==> src/logic/sspc_consts.svh <==
// constants for the sync source and pll hold control block
//
// Contract
// hold source: pin, or chosen vertical sync
// hold polarity automatic unless override bit set
// user polarity acts only with override set
// hold active level ignores hsync at pll
// seek allowed only when enabled and syncs idle
// power bit zero means full power-down
// slicer threshold code, inverse, reset 23
// per-channel clamp reference ground or midscale
// separator counts 5 MHz ticks to threshold
// software sets threshold above hsync width
// pre-hold asserts lines before vsync
// post-hold extends lines after vsync
// hsync activity status bit 7
// active horizontal source resolution and status
// detected hsync polarity status bit 5
// vsync activity status bit 4
// active vertical source resolution and status
// horizontal override and select bits
// vertical override and select bits
// status register read-only, writes ignored
`ifndef SSPC_CONSTS_SVH
`define SSPC_CONSTS_SVH

// register offsets
`define SSPC_MODE_OFS       8'h0E
`define SSPC_HOLD_OFS       8'h0F
`define SSPC_SLICE_OFS      8'h10
`define SSPC_SEP_OFS        8'h11
`define SSPC_LEAD_OFS       8'h12
`define SSPC_TRAIL_OFS      8'h13
`define SSPC_STAT_OFS       8'h14

// reset values
`define SSPC_MODE_RST       8'h40
`define SSPC_HOLD_RST       8'h4E
`define SSPC_SLICE_RST      8'hB8
`define SSPC_SEP_RST        8'h20
`define SSPC_LEAD_RST       8'h00
`define SSPC_TRAIL_RST      8'h00

// timing: 40 MHz system clock, 5 MHz separator tick
`define SSPC_CLK_HZ         40000000
`define SSPC_SEP_HZ         5000000
`define SSPC_SEP_DIV        (`SSPC_CLK_HZ / `SSPC_SEP_HZ)
// activity window in microseconds and in clock cycles
`define SSPC_ACT_WIN_US     50000
`define SSPC_ACT_WIN_CYC    (`SSPC_ACT_WIN_US * (`SSPC_CLK_HZ / 1000000))

`endif

==> src/logic/sspc_pkg.sv <==
// types shared by the sync source and pll hold control block
package sspc_pkg;

  // mode register fields, msb first
  typedef struct packed {
    logic hs_pol_ovr;
    logic hs_pol;
    logic hs_out_pol;
    logic hsrc_ovr;
    logic hsrc_sel;
    logic vs_out_inv;
    logic vsrc_ovr;
    logic vsrc_sel;
  } sspc_mode_t;

  // hold and power register fields, msb first
  typedef struct packed {
    logic clamp_ext;
    logic clamp_pol;
    logic hold_from_vs;
    logic hold_pol_ovr;
    logic hold_pol;
    logic seek_allow;
    logic power_on;
    logic spare;
  } sspc_hold_t;

  // slicer threshold and clamp references
  typedef struct packed {
    logic [4:0] slicer_code;
    logic [2:0] clamp_mid;
  } sspc_slice_t;

  // status register fields, msb first
  typedef struct packed {
    logic hs_det;
    logic active_horizontal_source;
    logic hs_pol;
    logic vs_det;
    logic active_vertical_source;
    logic vs_out_pol;
    logic gs_det;
    logic hold_pol;
  } sspc_stat_t;

  // what a pin watcher reports
  typedef struct packed {
    logic level;
    logic active;
    logic polarity;
  } sspc_watch_t;

endpackage : sspc_pkg

==> src/logic/sspc_top.sv <==
// sync source selection, separator, pll hold and status registers
`timescale 1ns/1ps
`include "sspc_consts.svh"
module sspc_top
  import sspc_pkg::*;
#(
  parameter int unsigned ACT_WIN_CYC = `SSPC_ACT_WIN_CYC
)
(
  // clock and reset
  input  wire logic       mclk_i,
  input  wire logic       rst_n_i,
  // sync pins from the video source
  input  wire logic       hsync_pin_i,
  input  wire logic       vsync_pin_i,
  input  wire logic       green_embedded_sync_input_i,
  input  wire logic       hold_pin_i,
  // register port from the serial control slave
  input  wire logic [7:0] reg_addr_i,
  input  wire logic       reg_wr_i,
  input  wire logic [7:0] reg_wdata_i,
  output logic      [7:0] reg_rdata_o,
  // pll side
  output logic            pll_hsync_o,
  output logic            pll_hold_o,
  output logic            sep_vsync_o,
  // analog front end controls
  output logic      [4:0] slicer_code_o,
  output logic      [2:0] clamp_mid_o,
  output logic            full_power_off_control_o,
  output logic            seek_mode_o,
  // resolved sources
  output logic            active_horizontal_source_o,
  output logic            active_vertical_source_o
);

  // decode of a register port address, used for write and read
  function automatic logic is_addr(input logic [7:0] a, input logic [7:0] ofs);
    is_addr = (a == ofs);
  endfunction : is_addr

  // pin watchers
  sspc_watch_t hs_w;            // horizontal sync pin
  sspc_watch_t vs_w;            // vertical sync pin
  sspc_watch_t gs_w;            // sync on green slicer output
  sspc_watch_t hold_w;          // hold pin

  // configuration registers
  sspc_mode_t  mode_reg;
  sspc_mode_t  mode_next;
  sspc_hold_t  hold_reg;
  sspc_hold_t  hold_next;
  sspc_slice_t slice_reg;
  sspc_slice_t slice_next;
  logic [7:0]  sep_thr_reg;     // separator count threshold
  logic [7:0]  sep_thr_next;
  logic [7:0]  lead_reg;        // pre-hold lines
  logic [7:0]  lead_next;
  logic [7:0]  trail_reg;       // post-hold lines
  logic [7:0]  trail_next;
  logic [7:0]  rdata_next;

  // separator and timing state
  logic [3:0]  div_reg;         // 5 MHz tick divider
  logic [3:0]  div_next;
  logic        tick;            // one-cycle separator enable
  logic [7:0]  sep_cnt_reg;     // ticks since input differed from output
  logic [7:0]  sep_cnt_next;
  logic        sep_reg;         // separated vertical sync, active high
  logic        sep_next;
  logic        hs_prev_reg;     // last normalised hsync
  logic        vs_prev_reg;     // last normalised vsync
  logic [11:0] line_reg;        // lines since vsync start
  logic [11:0] line_next;
  logic [11:0] total_reg;       // lines in the previous frame
  logic [11:0] total_next;
  logic [7:0]  post_reg;        // post-hold lines left
  logic [7:0]  post_next;

  // resolved signals
  logic        active_horizontal_source; // 1 = green sync drives the pll
  logic        active_vertical_source;   // 1 = separator output is vsync
  logic        hs_norm;         // chosen hsync, active high
  logic        vs_norm;         // chosen vsync, active high
  logic        vs_out_pol;      // polarity of the chosen vsync
  logic        hs_lead;         // leading edge of chosen hsync
  logic        vs_lead;
  logic        vs_trail;
  logic        hold_src;        // raw level of the hold source
  logic        hold_pol_eff;    // level that means hold
  logic        pre_on;
  logic        hold_now;
  sspc_stat_t  stat;

  // outputs
  logic        pll_hs_next;
  logic        pll_hold_next;
  logic        seek_next;

  // watchers on every pin that enters the clock domain
  sspc_sync_watch #(.WIN_CYC(ACT_WIN_CYC)) u_hs_watch
  (
    .mclk_i  (mclk_i),
    .rst_n_i (rst_n_i),
    .pin_i   (hsync_pin_i),
    .watch_o (hs_w)
  );
  sspc_sync_watch #(.WIN_CYC(ACT_WIN_CYC)) u_vs_watch
  (
    .mclk_i  (mclk_i),
    .rst_n_i (rst_n_i),
    .pin_i   (vsync_pin_i),
    .watch_o (vs_w)
  );
  sspc_sync_watch #(.WIN_CYC(ACT_WIN_CYC)) u_gs_watch
  (
    .mclk_i  (mclk_i),
    .rst_n_i (rst_n_i),
    .pin_i   (green_embedded_sync_input_i),
    .watch_o (gs_w)
  );
  sspc_sync_watch #(.WIN_CYC(ACT_WIN_CYC)) u_hold_watch
  (
    .mclk_i  (mclk_i),
    .rst_n_i (rst_n_i),
    .pin_i   (hold_pin_i),
    .watch_o (hold_w)
  );

  // source resolution and status word
  always_comb
  begin
    // horizontal: override or a tie follows the select bit
    if (mode_reg.hsrc_ovr || (hs_w.active == gs_w.active))
      active_horizontal_source = mode_reg.hsrc_sel;
    else
      active_horizontal_source = gs_w.active;
    // vertical: override picks, else pin when active
    active_vertical_source = mode_reg.vsrc_ovr ? mode_reg.vsrc_sel : !vs_w.active;
    hs_norm    = active_horizontal_source ? (gs_w.level ~^ gs_w.polarity)
                                          : (hs_w.level ~^ hs_w.polarity);
    vs_norm    = active_vertical_source ? sep_reg : (vs_w.level ~^ vs_w.polarity);
    vs_out_pol = active_vertical_source ? 1'b1 : vs_w.polarity;
    hs_lead    = hs_norm && !hs_prev_reg;
    vs_lead    = vs_norm && !vs_prev_reg;
    vs_trail   = !vs_norm && vs_prev_reg;
    stat.hs_det                   = hs_w.active;
    stat.active_horizontal_source = active_horizontal_source;
    stat.hs_pol                   = hs_w.polarity;
    stat.vs_det                   = vs_w.active;
    stat.active_vertical_source   = active_vertical_source;
    stat.vs_out_pol               = vs_out_pol;
    stat.gs_det                   = gs_w.active;
    stat.hold_pol                 = hold_w.polarity;
  end

  // register writes; the status offset has no storage behind it
  always_comb
  begin
    mode_next    = mode_reg;
    hold_next    = hold_reg;
    slice_next   = slice_reg;
    sep_thr_next = sep_thr_reg;
    lead_next    = lead_reg;
    trail_next   = trail_reg;
    if (reg_wr_i)
    begin
      if (is_addr(reg_addr_i, `SSPC_MODE_OFS))
        mode_next = sspc_mode_t'(reg_wdata_i);
      if (is_addr(reg_addr_i, `SSPC_HOLD_OFS))
        hold_next = sspc_hold_t'(reg_wdata_i);
      if (is_addr(reg_addr_i, `SSPC_SLICE_OFS))
        slice_next = sspc_slice_t'(reg_wdata_i);
      if (is_addr(reg_addr_i, `SSPC_SEP_OFS))
        sep_thr_next = reg_wdata_i;
      if (is_addr(reg_addr_i, `SSPC_LEAD_OFS))
        lead_next = reg_wdata_i;
      if (is_addr(reg_addr_i, `SSPC_TRAIL_OFS))
        trail_next = reg_wdata_i;
    end
    // reads: registered, unmapped addresses answer zero
    rdata_next = 8'h00;
    if (is_addr(reg_addr_i, `SSPC_MODE_OFS))
      rdata_next = mode_reg;
    else if (is_addr(reg_addr_i, `SSPC_HOLD_OFS))
      rdata_next = hold_reg;
    else if (is_addr(reg_addr_i, `SSPC_SLICE_OFS))
      rdata_next = slice_reg;
    else if (is_addr(reg_addr_i, `SSPC_SEP_OFS))
      rdata_next = sep_thr_reg;
    else if (is_addr(reg_addr_i, `SSPC_LEAD_OFS))
      rdata_next = lead_reg;
    else if (is_addr(reg_addr_i, `SSPC_TRAIL_OFS))
      rdata_next = trail_reg;
    else if (is_addr(reg_addr_i, `SSPC_STAT_OFS))
      rdata_next = stat;
  end

  // separator: output follows the input only after it has differed
  // for more than threshold ticks, so short hsync pulses never get through
  always_comb
  begin
    tick         = (div_reg == 4'(`SSPC_SEP_DIV - 1));
    div_next     = tick ? 4'h0 : div_reg + 4'h1;
    sep_cnt_next = sep_cnt_reg;
    sep_next     = sep_reg;
    if (hs_norm == sep_reg)
    begin
      sep_cnt_next = 8'h00;
    end
    else if (tick)
    begin
      if (sep_cnt_reg >= sep_thr_reg)
      begin
        sep_next     = hs_norm;
        sep_cnt_next = 8'h00;
      end
      else
      begin
        sep_cnt_next = sep_cnt_reg + 8'h01;
      end
    end
  end

  // line counting for pre-hold and post-hold
  always_comb
  begin
    line_next  = line_reg;
    total_next = total_reg;
    post_next  = post_reg;
    if (vs_lead)
    begin
      // learn frame length so the next frame can open hold early
      total_next = line_reg;
      line_next  = 12'h000;
    end
    else if (hs_lead && !(&line_reg))
    begin
      line_next = line_reg + 12'h001;
    end
    if (vs_trail)
    begin
      post_next = trail_reg;
    end
    else if (hs_lead && (post_reg != 8'h00))
    begin
      post_next = post_reg - 8'h01;
    end
    // first frame after reset has no length yet, so no pre-hold
    pre_on = (lead_reg != 8'h00) && (total_reg > {4'h0, lead_reg})
             && (line_reg >= total_reg - {4'h0, lead_reg});
  end

  // hold source, polarity and pll gating
  always_comb
  begin
    hold_src = hold_reg.hold_from_vs ? vs_norm : hold_w.level;
    if (hold_reg.hold_pol_ovr)
    begin
      hold_pol_eff = hold_reg.hold_pol;
    end
    else
    begin
      hold_pol_eff = hold_reg.hold_from_vs ? 1'b1 : hold_w.polarity;
    end
    hold_now      = (hold_src == hold_pol_eff) || pre_on
                    || (post_reg != 8'h00);
    pll_hold_next = hold_now;
    // while holding, the pll sees no hsync and free-runs
    pll_hs_next   = hs_norm && !hold_now;
    seek_next     = hold_reg.seek_allow && hold_reg.power_on
                    && !hs_w.active && !vs_w.active && !gs_w.active;
  end

  // register stage for all state above
  always_ff @(posedge mclk_i or negedge rst_n_i)
  begin
    if (!rst_n_i)
    begin
      mode_reg      <= sspc_mode_t'(`SSPC_MODE_RST);
      hold_reg      <= sspc_hold_t'(`SSPC_HOLD_RST);
      slice_reg     <= sspc_slice_t'(`SSPC_SLICE_RST);
      sep_thr_reg   <= `SSPC_SEP_RST;
      lead_reg      <= `SSPC_LEAD_RST;
      trail_reg     <= `SSPC_TRAIL_RST;
      reg_rdata_o   <= 8'h00;
      div_reg       <= 4'h0;
      sep_cnt_reg   <= 8'h00;
      sep_reg       <= 1'b0;
      hs_prev_reg   <= 1'b0;
      vs_prev_reg   <= 1'b0;
      line_reg      <= 12'h000;
      total_reg     <= 12'h000;
      post_reg      <= 8'h00;
      pll_hsync_o   <= 1'b0;
      pll_hold_o    <= 1'b0;
      seek_mode_o   <= 1'b0;
      full_power_off_control_o   <= 1'b0;
      active_horizontal_source_o <= 1'b0;
      active_vertical_source_o   <= 1'b0;
    end
    else
    begin
      mode_reg      <= mode_next;
      hold_reg      <= hold_next;
      slice_reg     <= slice_next;
      sep_thr_reg   <= sep_thr_next;
      lead_reg      <= lead_next;
      trail_reg     <= trail_next;
      reg_rdata_o   <= rdata_next;
      div_reg       <= div_next;
      sep_cnt_reg   <= sep_cnt_next;
      sep_reg       <= sep_next;
      hs_prev_reg   <= hs_norm;
      vs_prev_reg   <= vs_norm;
      line_reg      <= line_next;
      total_reg     <= total_next;
      post_reg      <= post_next;
      pll_hsync_o   <= pll_hs_next;
      pll_hold_o    <= pll_hold_next;
      seek_mode_o   <= seek_next;
      full_power_off_control_o   <= !hold_next.power_on;
      active_horizontal_source_o <= active_horizontal_source;
      active_vertical_source_o   <= active_vertical_source;
    end
  end

  // controls straight from their registers
  assign slicer_code_o            = slice_reg.slicer_code;
  assign clamp_mid_o              = slice_reg.clamp_mid;
  assign sep_vsync_o              = sep_reg;

endmodule : sspc_top

==> src/logic/sspc_sync_watch.sv <==
// pin synchroniser with activity and polarity detection
`timescale 1ns/1ps
module sspc_sync_watch
  import sspc_pkg::*;
#(
  parameter int unsigned WIN_CYC = 2000000
)
(
  // clock and reset
  input  wire logic        mclk_i,
  input  wire logic        rst_n_i,
  // raw pin
  input  wire logic        pin_i,
  // filtered state
  output sspc_watch_t      watch_o
);

  localparam int CW = $clog2(WIN_CYC + 1);

  logic [2:0]  sync_reg;         // three-stage synchroniser
  logic        lvl_reg;          // accepted level
  logic        lvl_next;
  logic        act_reg;          // transitions seen recently
  logic        act_next;
  logic        pol_reg;          // 1 = pulses are high
  logic        pol_next;
  logic [CW-1:0] idle_reg;       // cycles since last transition
  logic [CW-1:0] idle_next;
  logic [20:0] hi_reg;           // length of last high phase
  logic [20:0] hi_next;
  logic [20:0] lo_reg;           // length of last low phase
  logic [20:0] lo_next;
  logic        toggle;           // accepted change this cycle

  // a change counts once stages two and three agree
  always_comb
  begin
    toggle    = (sync_reg[1] == sync_reg[2]) && (sync_reg[2] != lvl_reg);
    lvl_next  = toggle ? sync_reg[2] : lvl_reg;
    act_next  = act_reg;
    idle_next = idle_reg;
    pol_next  = pol_reg;
    hi_next   = hi_reg;
    lo_next   = lo_reg;
    if (toggle)
    begin
      // any edge restarts the idle window
      idle_next = '0;
      act_next  = 1'b1;
    end
    else if (idle_reg == CW'(WIN_CYC - 1))
    begin
      // stuck high or low for the whole window
      act_next  = 1'b0;
    end
    else
    begin
      idle_next = idle_reg + 1'b1;
    end
    // the shorter phase is the pulse; saturating so long frames still compare
    if (toggle && sync_reg[2])
    begin
      pol_next = hi_reg < lo_reg;
      hi_next  = '0;
    end
    else if (toggle)
    begin
      lo_next  = '0;
    end
    else if (lvl_reg && !(&hi_reg))
    begin
      hi_next  = hi_reg + 1'b1;
    end
    else if (!lvl_reg && !(&lo_reg))
    begin
      lo_next  = lo_reg + 1'b1;
    end
  end

  // register stage
  always_ff @(posedge mclk_i or negedge rst_n_i)
  begin
    if (!rst_n_i)
    begin
      sync_reg <= 3'h0;
      lvl_reg  <= 1'b0;
      act_reg  <= 1'b0;
      pol_reg  <= 1'b0;
      idle_reg <= '0;
      hi_reg   <= '0;
      lo_reg   <= '0;
    end
    else
    begin
      sync_reg <= {sync_reg[1:0], pin_i};
      lvl_reg  <= lvl_next;
      act_reg  <= act_next;
      pol_reg  <= pol_next;
      idle_reg <= idle_next;
      hi_reg   <= hi_next;
      lo_reg   <= lo_next;
    end
  end

  assign watch_o = '{level: lvl_reg, active: act_reg, polarity: pol_reg};

endmodule : sspc_sync_watch

==> config.mk <==
export PLATFORM = sky130hd
export DESIGN_NAME = sspc_top
export DESIGN_NICKNAME = d
export VERILOG_FILES = /design/src/logic/sspc_pkg.sv /design/src/logic/sspc_top.sv /design/src/logic/sspc_sync_watch.sv
export VERILOG_INCLUDE_DIRS = /design/src /design/src/logic
export SDC_FILE = /design/constraint.sdc
export NUM_CORES = 1
export LEC_CHECK = 0
export BUFFER_PORTS_ARGS = -buffer_cell sky130_fd_sc_hd__clkbuf_2
export CAP_MARGIN = 25
export CORE_MARGIN = 2
export CORE_UTILIZATION = 62
export CTS_CLUSTER_DIAMETER = 40
export DETAILED_ROUTE_END_ITERATION = 7
export PLACE_DENSITY = 0.79
export SLEW_MARGIN = 0
export SYNTH_ARGS = -nofsm -noshare
export SYNTH_HDL_FRONTEND = slang
export SYNTH_SLANG_ARGS = --single-unit
export TNS_END_PERCENT = 10
==> constraint.sdc <==
create_clock -name mclk_i -period 4.3 [get_ports mclk_i]
set_input_delay 0.86 -clock mclk_i [delete_from_list [all_inputs] [get_ports mclk_i]]
set_output_delay 0.86 -clock mclk_i [all_outputs]
set_load 0.02 [all_outputs]
Yosys cells after proc, flatten, opt, wreduce, memory -nomap -nowiden

Cells that the tools add are included.

Register bits: 363
Output and inout port bits: 23
Word-level logic and storage cells: 279
Bits of input ports: 23

Add/subtract/negate cells: 16
Reduce and logical (&&, ||, !) cells: 92
Bitwise logic cells: 8
Equality and inequality tests: 33
$lt $le $gt $ge: 7
Multiplexer cells: 61

Operators by type and width:

| cell                                                                    | number |
|---|---|
| 21-bit 2-to-1 mux                                                       | 30 |
| 21-bit by 1-bit adder with 21-bit output, second input constant         | 11 |
| 21-bit AND reduction                                                    | 8 |
| 8-bit 2-to-1 mux                                                        | 12 |
| 21-bit < comparator                                                     | 4 |
| 21-bit == test, second input constant                                   | 3 |
| 8-bit by 5-bit == test with 1-bit output, second input constant         | 5 |
| 1-bit logical AND                                                       | 28 |
| 2-bit nonzero test                                                      | 14 |
| 12-bit 2-to-1 mux                                                       | 2 |
| 1-bit zero test                                                         | 21 |
| 2-bit AND reduction                                                     | 10 |
| 8-bit by 4-bit == test with 1-bit output, second input constant         | 2 |
| 8-bit nonzero test                                                      | 2 |
| 3-bit AND reduction                                                     | 5 |
| 1-bit 2-to-1 mux                                                        | 14 |
| 2-bit by 1-bit inequality test with 1-bit output, second input constant | 7 |
| 12-bit by 1-bit adder with 12-bit output, second input constant         | 1 |
| 12-bit greater-or-equal comparator                                      | 1 |
| 12-bit by 8-bit > comparator with 1-bit output                          | 1 |
| 12-bit AND reduction                                                    | 1 |
| 12-bit by 8-bit subtractor with 12-bit output                           | 1 |
| 8-bit by 1-bit adder with 8-bit output, second input constant           | 1 |
| 8-bit greater-or-equal comparator                                       | 1 |
| other kinds (11)                                                        | 32 |

Logic depth before layout (Yosys ltp)

Depth in word-level cells: 10
Depth in mapped cells: 15
Depth with buffers taken out: 15

Modules after synthesis

A second synthesis with hierarchy kept.

Cells, all modules: 2466
Area total of the unflattened synthesis: 23048.4 µm²

By module, submodules not included:

| module                            | area an instance (µm²) | sequential area each (µm²) | instances | cells each |
|---|---|---|---|---|
| sspc_sync_watch at u_gs_watch ... | 4206.5                 | 1726.7                     | 3         | 465 |
| sspc_top                          | 6167.2                 | 2740.1                     | 1         | 598 |
| sspc_sync_watch at u_hs_watch     | 4261.6                 | 1726.7                     | 1         | 473 |

Least setup slack after synthesis

No wires, ideal clock.

Path type: register to register
Start: reg lead_reg[3]
End: reg pll_hsync_o
Period minus slack after synthesis: 2.712 ns
Buffers on the path: 0
Required time: 4.233 ns
Cell stages (with the launch flop): 13
Arrival: 2.646 ns
Setup slack: 1.588 ns
Setup time: 0.067 ns
Cell sequence: dfrtp_1 -> inv_1 -> ha_1 -> or3_1 -> o311ai_0 -> a21oi_1 -> nor4_1 -> xnor2_1 -> ha_1 -> a211oi_1 -> o221ai_1 -> o211ai_1 -> and3_1

Longest elaborated chain between the ends: 7
Elaborated cells between the ends (all ways): 10
Classes of those cells: 1 x add/sub; 2 x order compare; 7 x reduce/logical

Ends and longest elaborated chain:

| element                                                                        | RTL line                         | RTL |
|---|---|---|
| start, declared                                                                | sspc_top.sv:57                   | `logic [7:0] lead_reg;` |
| start signal, assigned                                                         | sspc_top.sv:284                  | `` lead_reg <= `SSPC_LEAD_RST; `` |
| start signal, assigned                                                         | sspc_top.sv:308                  | `lead_reg <= lead_next;` |
| 12-bit by 8-bit subtractor with 12-bit output, or another cell as far along    | sspc_top.sv:251                  | `&& (line_reg >= total_reg - {4'h0, lead_reg});` |
| 12-bit greater-or-equal comparator / 1-bit logical AND (equally long branches) | sspc_top.sv:251, sspc_top.sv:250 |  |
| 1-bit logical AND *                                                            | sspc_top.sv:251                  |  |
| 1-bit logical OR *                                                             | sspc_top.sv:266                  | `hold_now = (hold_src == hold_pol_eff) \|\| pre_on` |
| 1-bit logical OR *                                                             | sspc_top.sv:267                  | `\|\| (post_reg != 8'h00);` |
| 1-bit zero test *                                                              | sspc_top.sv:270                  | `pll_hs_next = hs_norm && !hold_now;` |
| 1-bit logical AND *                                                            | sspc_top.sv:270                  |  |
| named net pll_hs_next                                                          | sspc_top.sv:96                   | `logic pll_hs_next;` |
| end signal, assigned                                                           | sspc_top.sv:319                  | `pll_hsync_o <= pll_hs_next;` |
| end, declared                                                                  | sspc_top.sv:24                   | `output logic pll_hsync_o,` |

Mark *: on every way through the listed nets, which the timed path passes. The rest lies on a longest branch.
A chain may end at the register's enable or synchronous reset.

Worst setup path in the final report

Start: reg lead_reg[4]
End: reg pll_hsync_o

The elaborated chain is that of the path after synthesis.

==> out/results.tsv <==
metric	value	unit
status	finished clean	
synth_fp_nets	2369	
first_global_vias	16600	
die_h	187	um
top_layer_used	met5	
slew_headroom	33.7	%
hold_slack	0.311	ns
met3_length	2.61	mm
clk_pin_slew	0.06	ns
synth_common_cells	dfrtp_1, nor2_1, nand2_1, ha_1, xnor2_1	
ys_ff_latch	363	
yosysUniqueCellTypes	90	
power_leakage	10.3	nW
yosysMostFrequentCell	dfrtp_1	
rows	66	
critical_path.max_fanout	5	
rr_endpoint	pll_hsync_o	
p_per_area	448	mW/mm^2
grt_usage	28.8	%
antenna_found_initial	3	
cts_buffers	53	
cts_setup_buffers	0	
maxSlewViolCount	0	
finalHoldViolCount	0	
placed_cells	2661	
multi_input_area	0.0109	mm^2
cts.sinks	363	
fillers	2483	
synth_top_area_share	42.6	%
wl_per_cell	17.9	um
grt_first_pass_wirelength	83.3	mm
cts-hold-fix-buffers	0	
route.detailed.drc	0	
setup_viol	0	
core_area	0.0327	mm^2
io_buffers	45	
synth_area_per_cell	9.33	um^2
ys_warn_count	0	
irDropWorstVdd	0.510	mV
final.period_utilization	73.8	%
placed_area	0.0214	mm^2
yosysSeqAreaShare	43.9	%
syn-instance-count	2221	
ios	46	
drive_gt1_share	11.3	%
htreeDepth	2	
worst_slew_pin_slew	0.995	ns
die_w	187	um
drv_cap	0	
cp-end-kind	register	
reg2reg_from	lead_reg[4]	
clk_path_buf_depth	3	
start_util	63.4	%
crit_required	4.82	ns
first_pass_iters	7	
worst_r2r_path_depth	12	
ff_latch_area	0.00910	mm^2
drtIter0Drc	1216	
finClkSkew	0.0150	ns
fin_tns_setup	0	ns
r2r_slack	1.13	ns
crit_arrival	3.69	ns
cts-root-buf	clkbuf_16	
m1WireLength	21.4	mm
worst_hold_path_type	input pin to asynchronous set/reset pin	
post-route-min-period	3.17	ns
fmax	315	MHz
final_nets	2422	
cts_tree	done	
overflow	0	
synth_top_flop_cell	dfrtp_1	
critical_path_class	register to register	
dp_hpwl	34.5	mm
fin_area	0.0233	mm^2
gp_congestion	0.891	
synthesis.area	0.0207	mm^2
rsz0062_at_grt	no	
clock_latency	0.59	ns
startpoint_type	register	
viasPerCell	6.05	
yosysTopAreaCell	dfrtp_1	
synth_edf_count	0	
finalNonFillerCells	2763	
wl	49.3	mm
synth.area.top_cells	dfrtp_1, ha_1, xnor2_1	
area_delta_synth_final	12.3	%
drtAntennaViolNets	0	
via_count	16700	
grt_max_degree	123	
die-area	0.0349	mm^2
route.met2.wl	23.8	mm
ctsResizeCount	0	
async_flop_share	100	%
[worst max path at each step]
| stage | startpoint | end | slack (ns) | cells after the start |
|---|---|---|---|---|
| finish | lead_reg[4] | pll_hsync_o | 1.13 | 12 |
| global route | lead_reg[1] | pll_hsync_o | 0.82 | 13 |
| CTS | lead_reg[3] | pll_hsync_o | 1.12 | 12 |
| detailed placement | reg_addr_i[7] | sep_thr_reg[0] | 1.03 | 6 |
| global placement | reg_addr_i[7] | sep_thr_reg[0] | 1.05 | 6 |
| floorplan | lead_reg[3] | pll_hsync_o | 1.59 | 12 |
[stage by stage]
step	worst slack (ns)	util, %	total power [mW]
floorplan	1.59	-	5.43
global placement	1.05	65.5	5.88
detailed placement	1.03	65.5	5.99
CTS	1.12	71.2	10.5
global route	0.816	71.2	11.0
finish	1.13	71.2	10.4
[cells in the final DEF (no fill, tap or decap), types with 11 or more instances in the layout]
| master | count |
|---|---|
| a211oi_1 | 19 |
| nand2b_1 | 23 |
| xnor2_1 | 124 |
| a21o_1 | 12 |
| or3_1 | 37 |
| clkbuf_2 | 44 |
| nor2_1 | 286 |
| a21oi_1 | 103 |
| and4_1 | 17 |
| mux2_2 | 43 |
| nor3_1 | 68 |
| nand2_1 | 184 |
| ha_1 | 124 |
| dfrtp_1 | 353 |
| xor2_1 | 64 |
| nor2b_1 | 11 |
| mux2i_1 | 14 |
| or4_1 | 11 |
| and2_1 | 12 |
| and3_1 | 34 |
| clkinv_4 | 11 |
| o21ai_0 | 88 |
| nand4_1 | 73 |
| nand3_1 | 103 |
| buf_4 | 11 |
| clkbuf_16 | 55 |
| nor4_1 | 39 |
| inv_1 | 121 |
[where the power goes]
part / leakage (nW) / switching (mW) / total (mW) / internal [mW]
logic: 4.61 / 1.11 / 1.86 / 0.750
registers: 4.85 / 0.387 / 4.12 / 3.73
clock network: 0.887 / 1.77 / 4.45 / 2.68
[per-layer routing]
metal,up-vias,track usage (%)
met5,-,0
met3,120,5.07
met2,430,47.9
met4,2,10.4
li1,8018,-
met1,8152,38.0
[cell type report]
| type | count | area share [%] |
|---|---|---|
| diodes | 2 | 0.0215 |
| flip-flops and latches | 363 | 39.1 |
| multi-input cells | 1674 | 46.9 |
| inverters | 122 | 1.97 |
| repair buffers | 60 | 1.67 |
| clock inverters | 40 | 1.86 |
| well taps | 442 | 2.38 |
| clock buffers | 60 | 6.08 |
[logic make-up (layout without fill, tap and decap cells)]
kind of cell	Yosys count	after routing	share of synthesized area [%]
xor+xnor	188	188	7.94
flops	363	363	43.9
buf+inv	184	282	3.47
mux	58	58	3.08
compound gates	327	327	9.94
other cells	0	2	0
fa+ha+maj	127	127	7.68
simple gates	974	974	24.0
[worst max-delay path: stages, from the launching register on]
cell and delay [ns]:
dfrtp_1 0.42, inv_1 0.08, ha_1 0.25, or3_1 0.35, o311ai_0 0.49, a21oi_1 0.17, nor4_1 0.28, xnor2_1 0.12
ha_1 0.21, a211oi_1 0.21, o221ai_1 0.14, o211ai_1 0.20, and3_1 0.18
No activity file was read; power rests on OpenSTA's default activity.
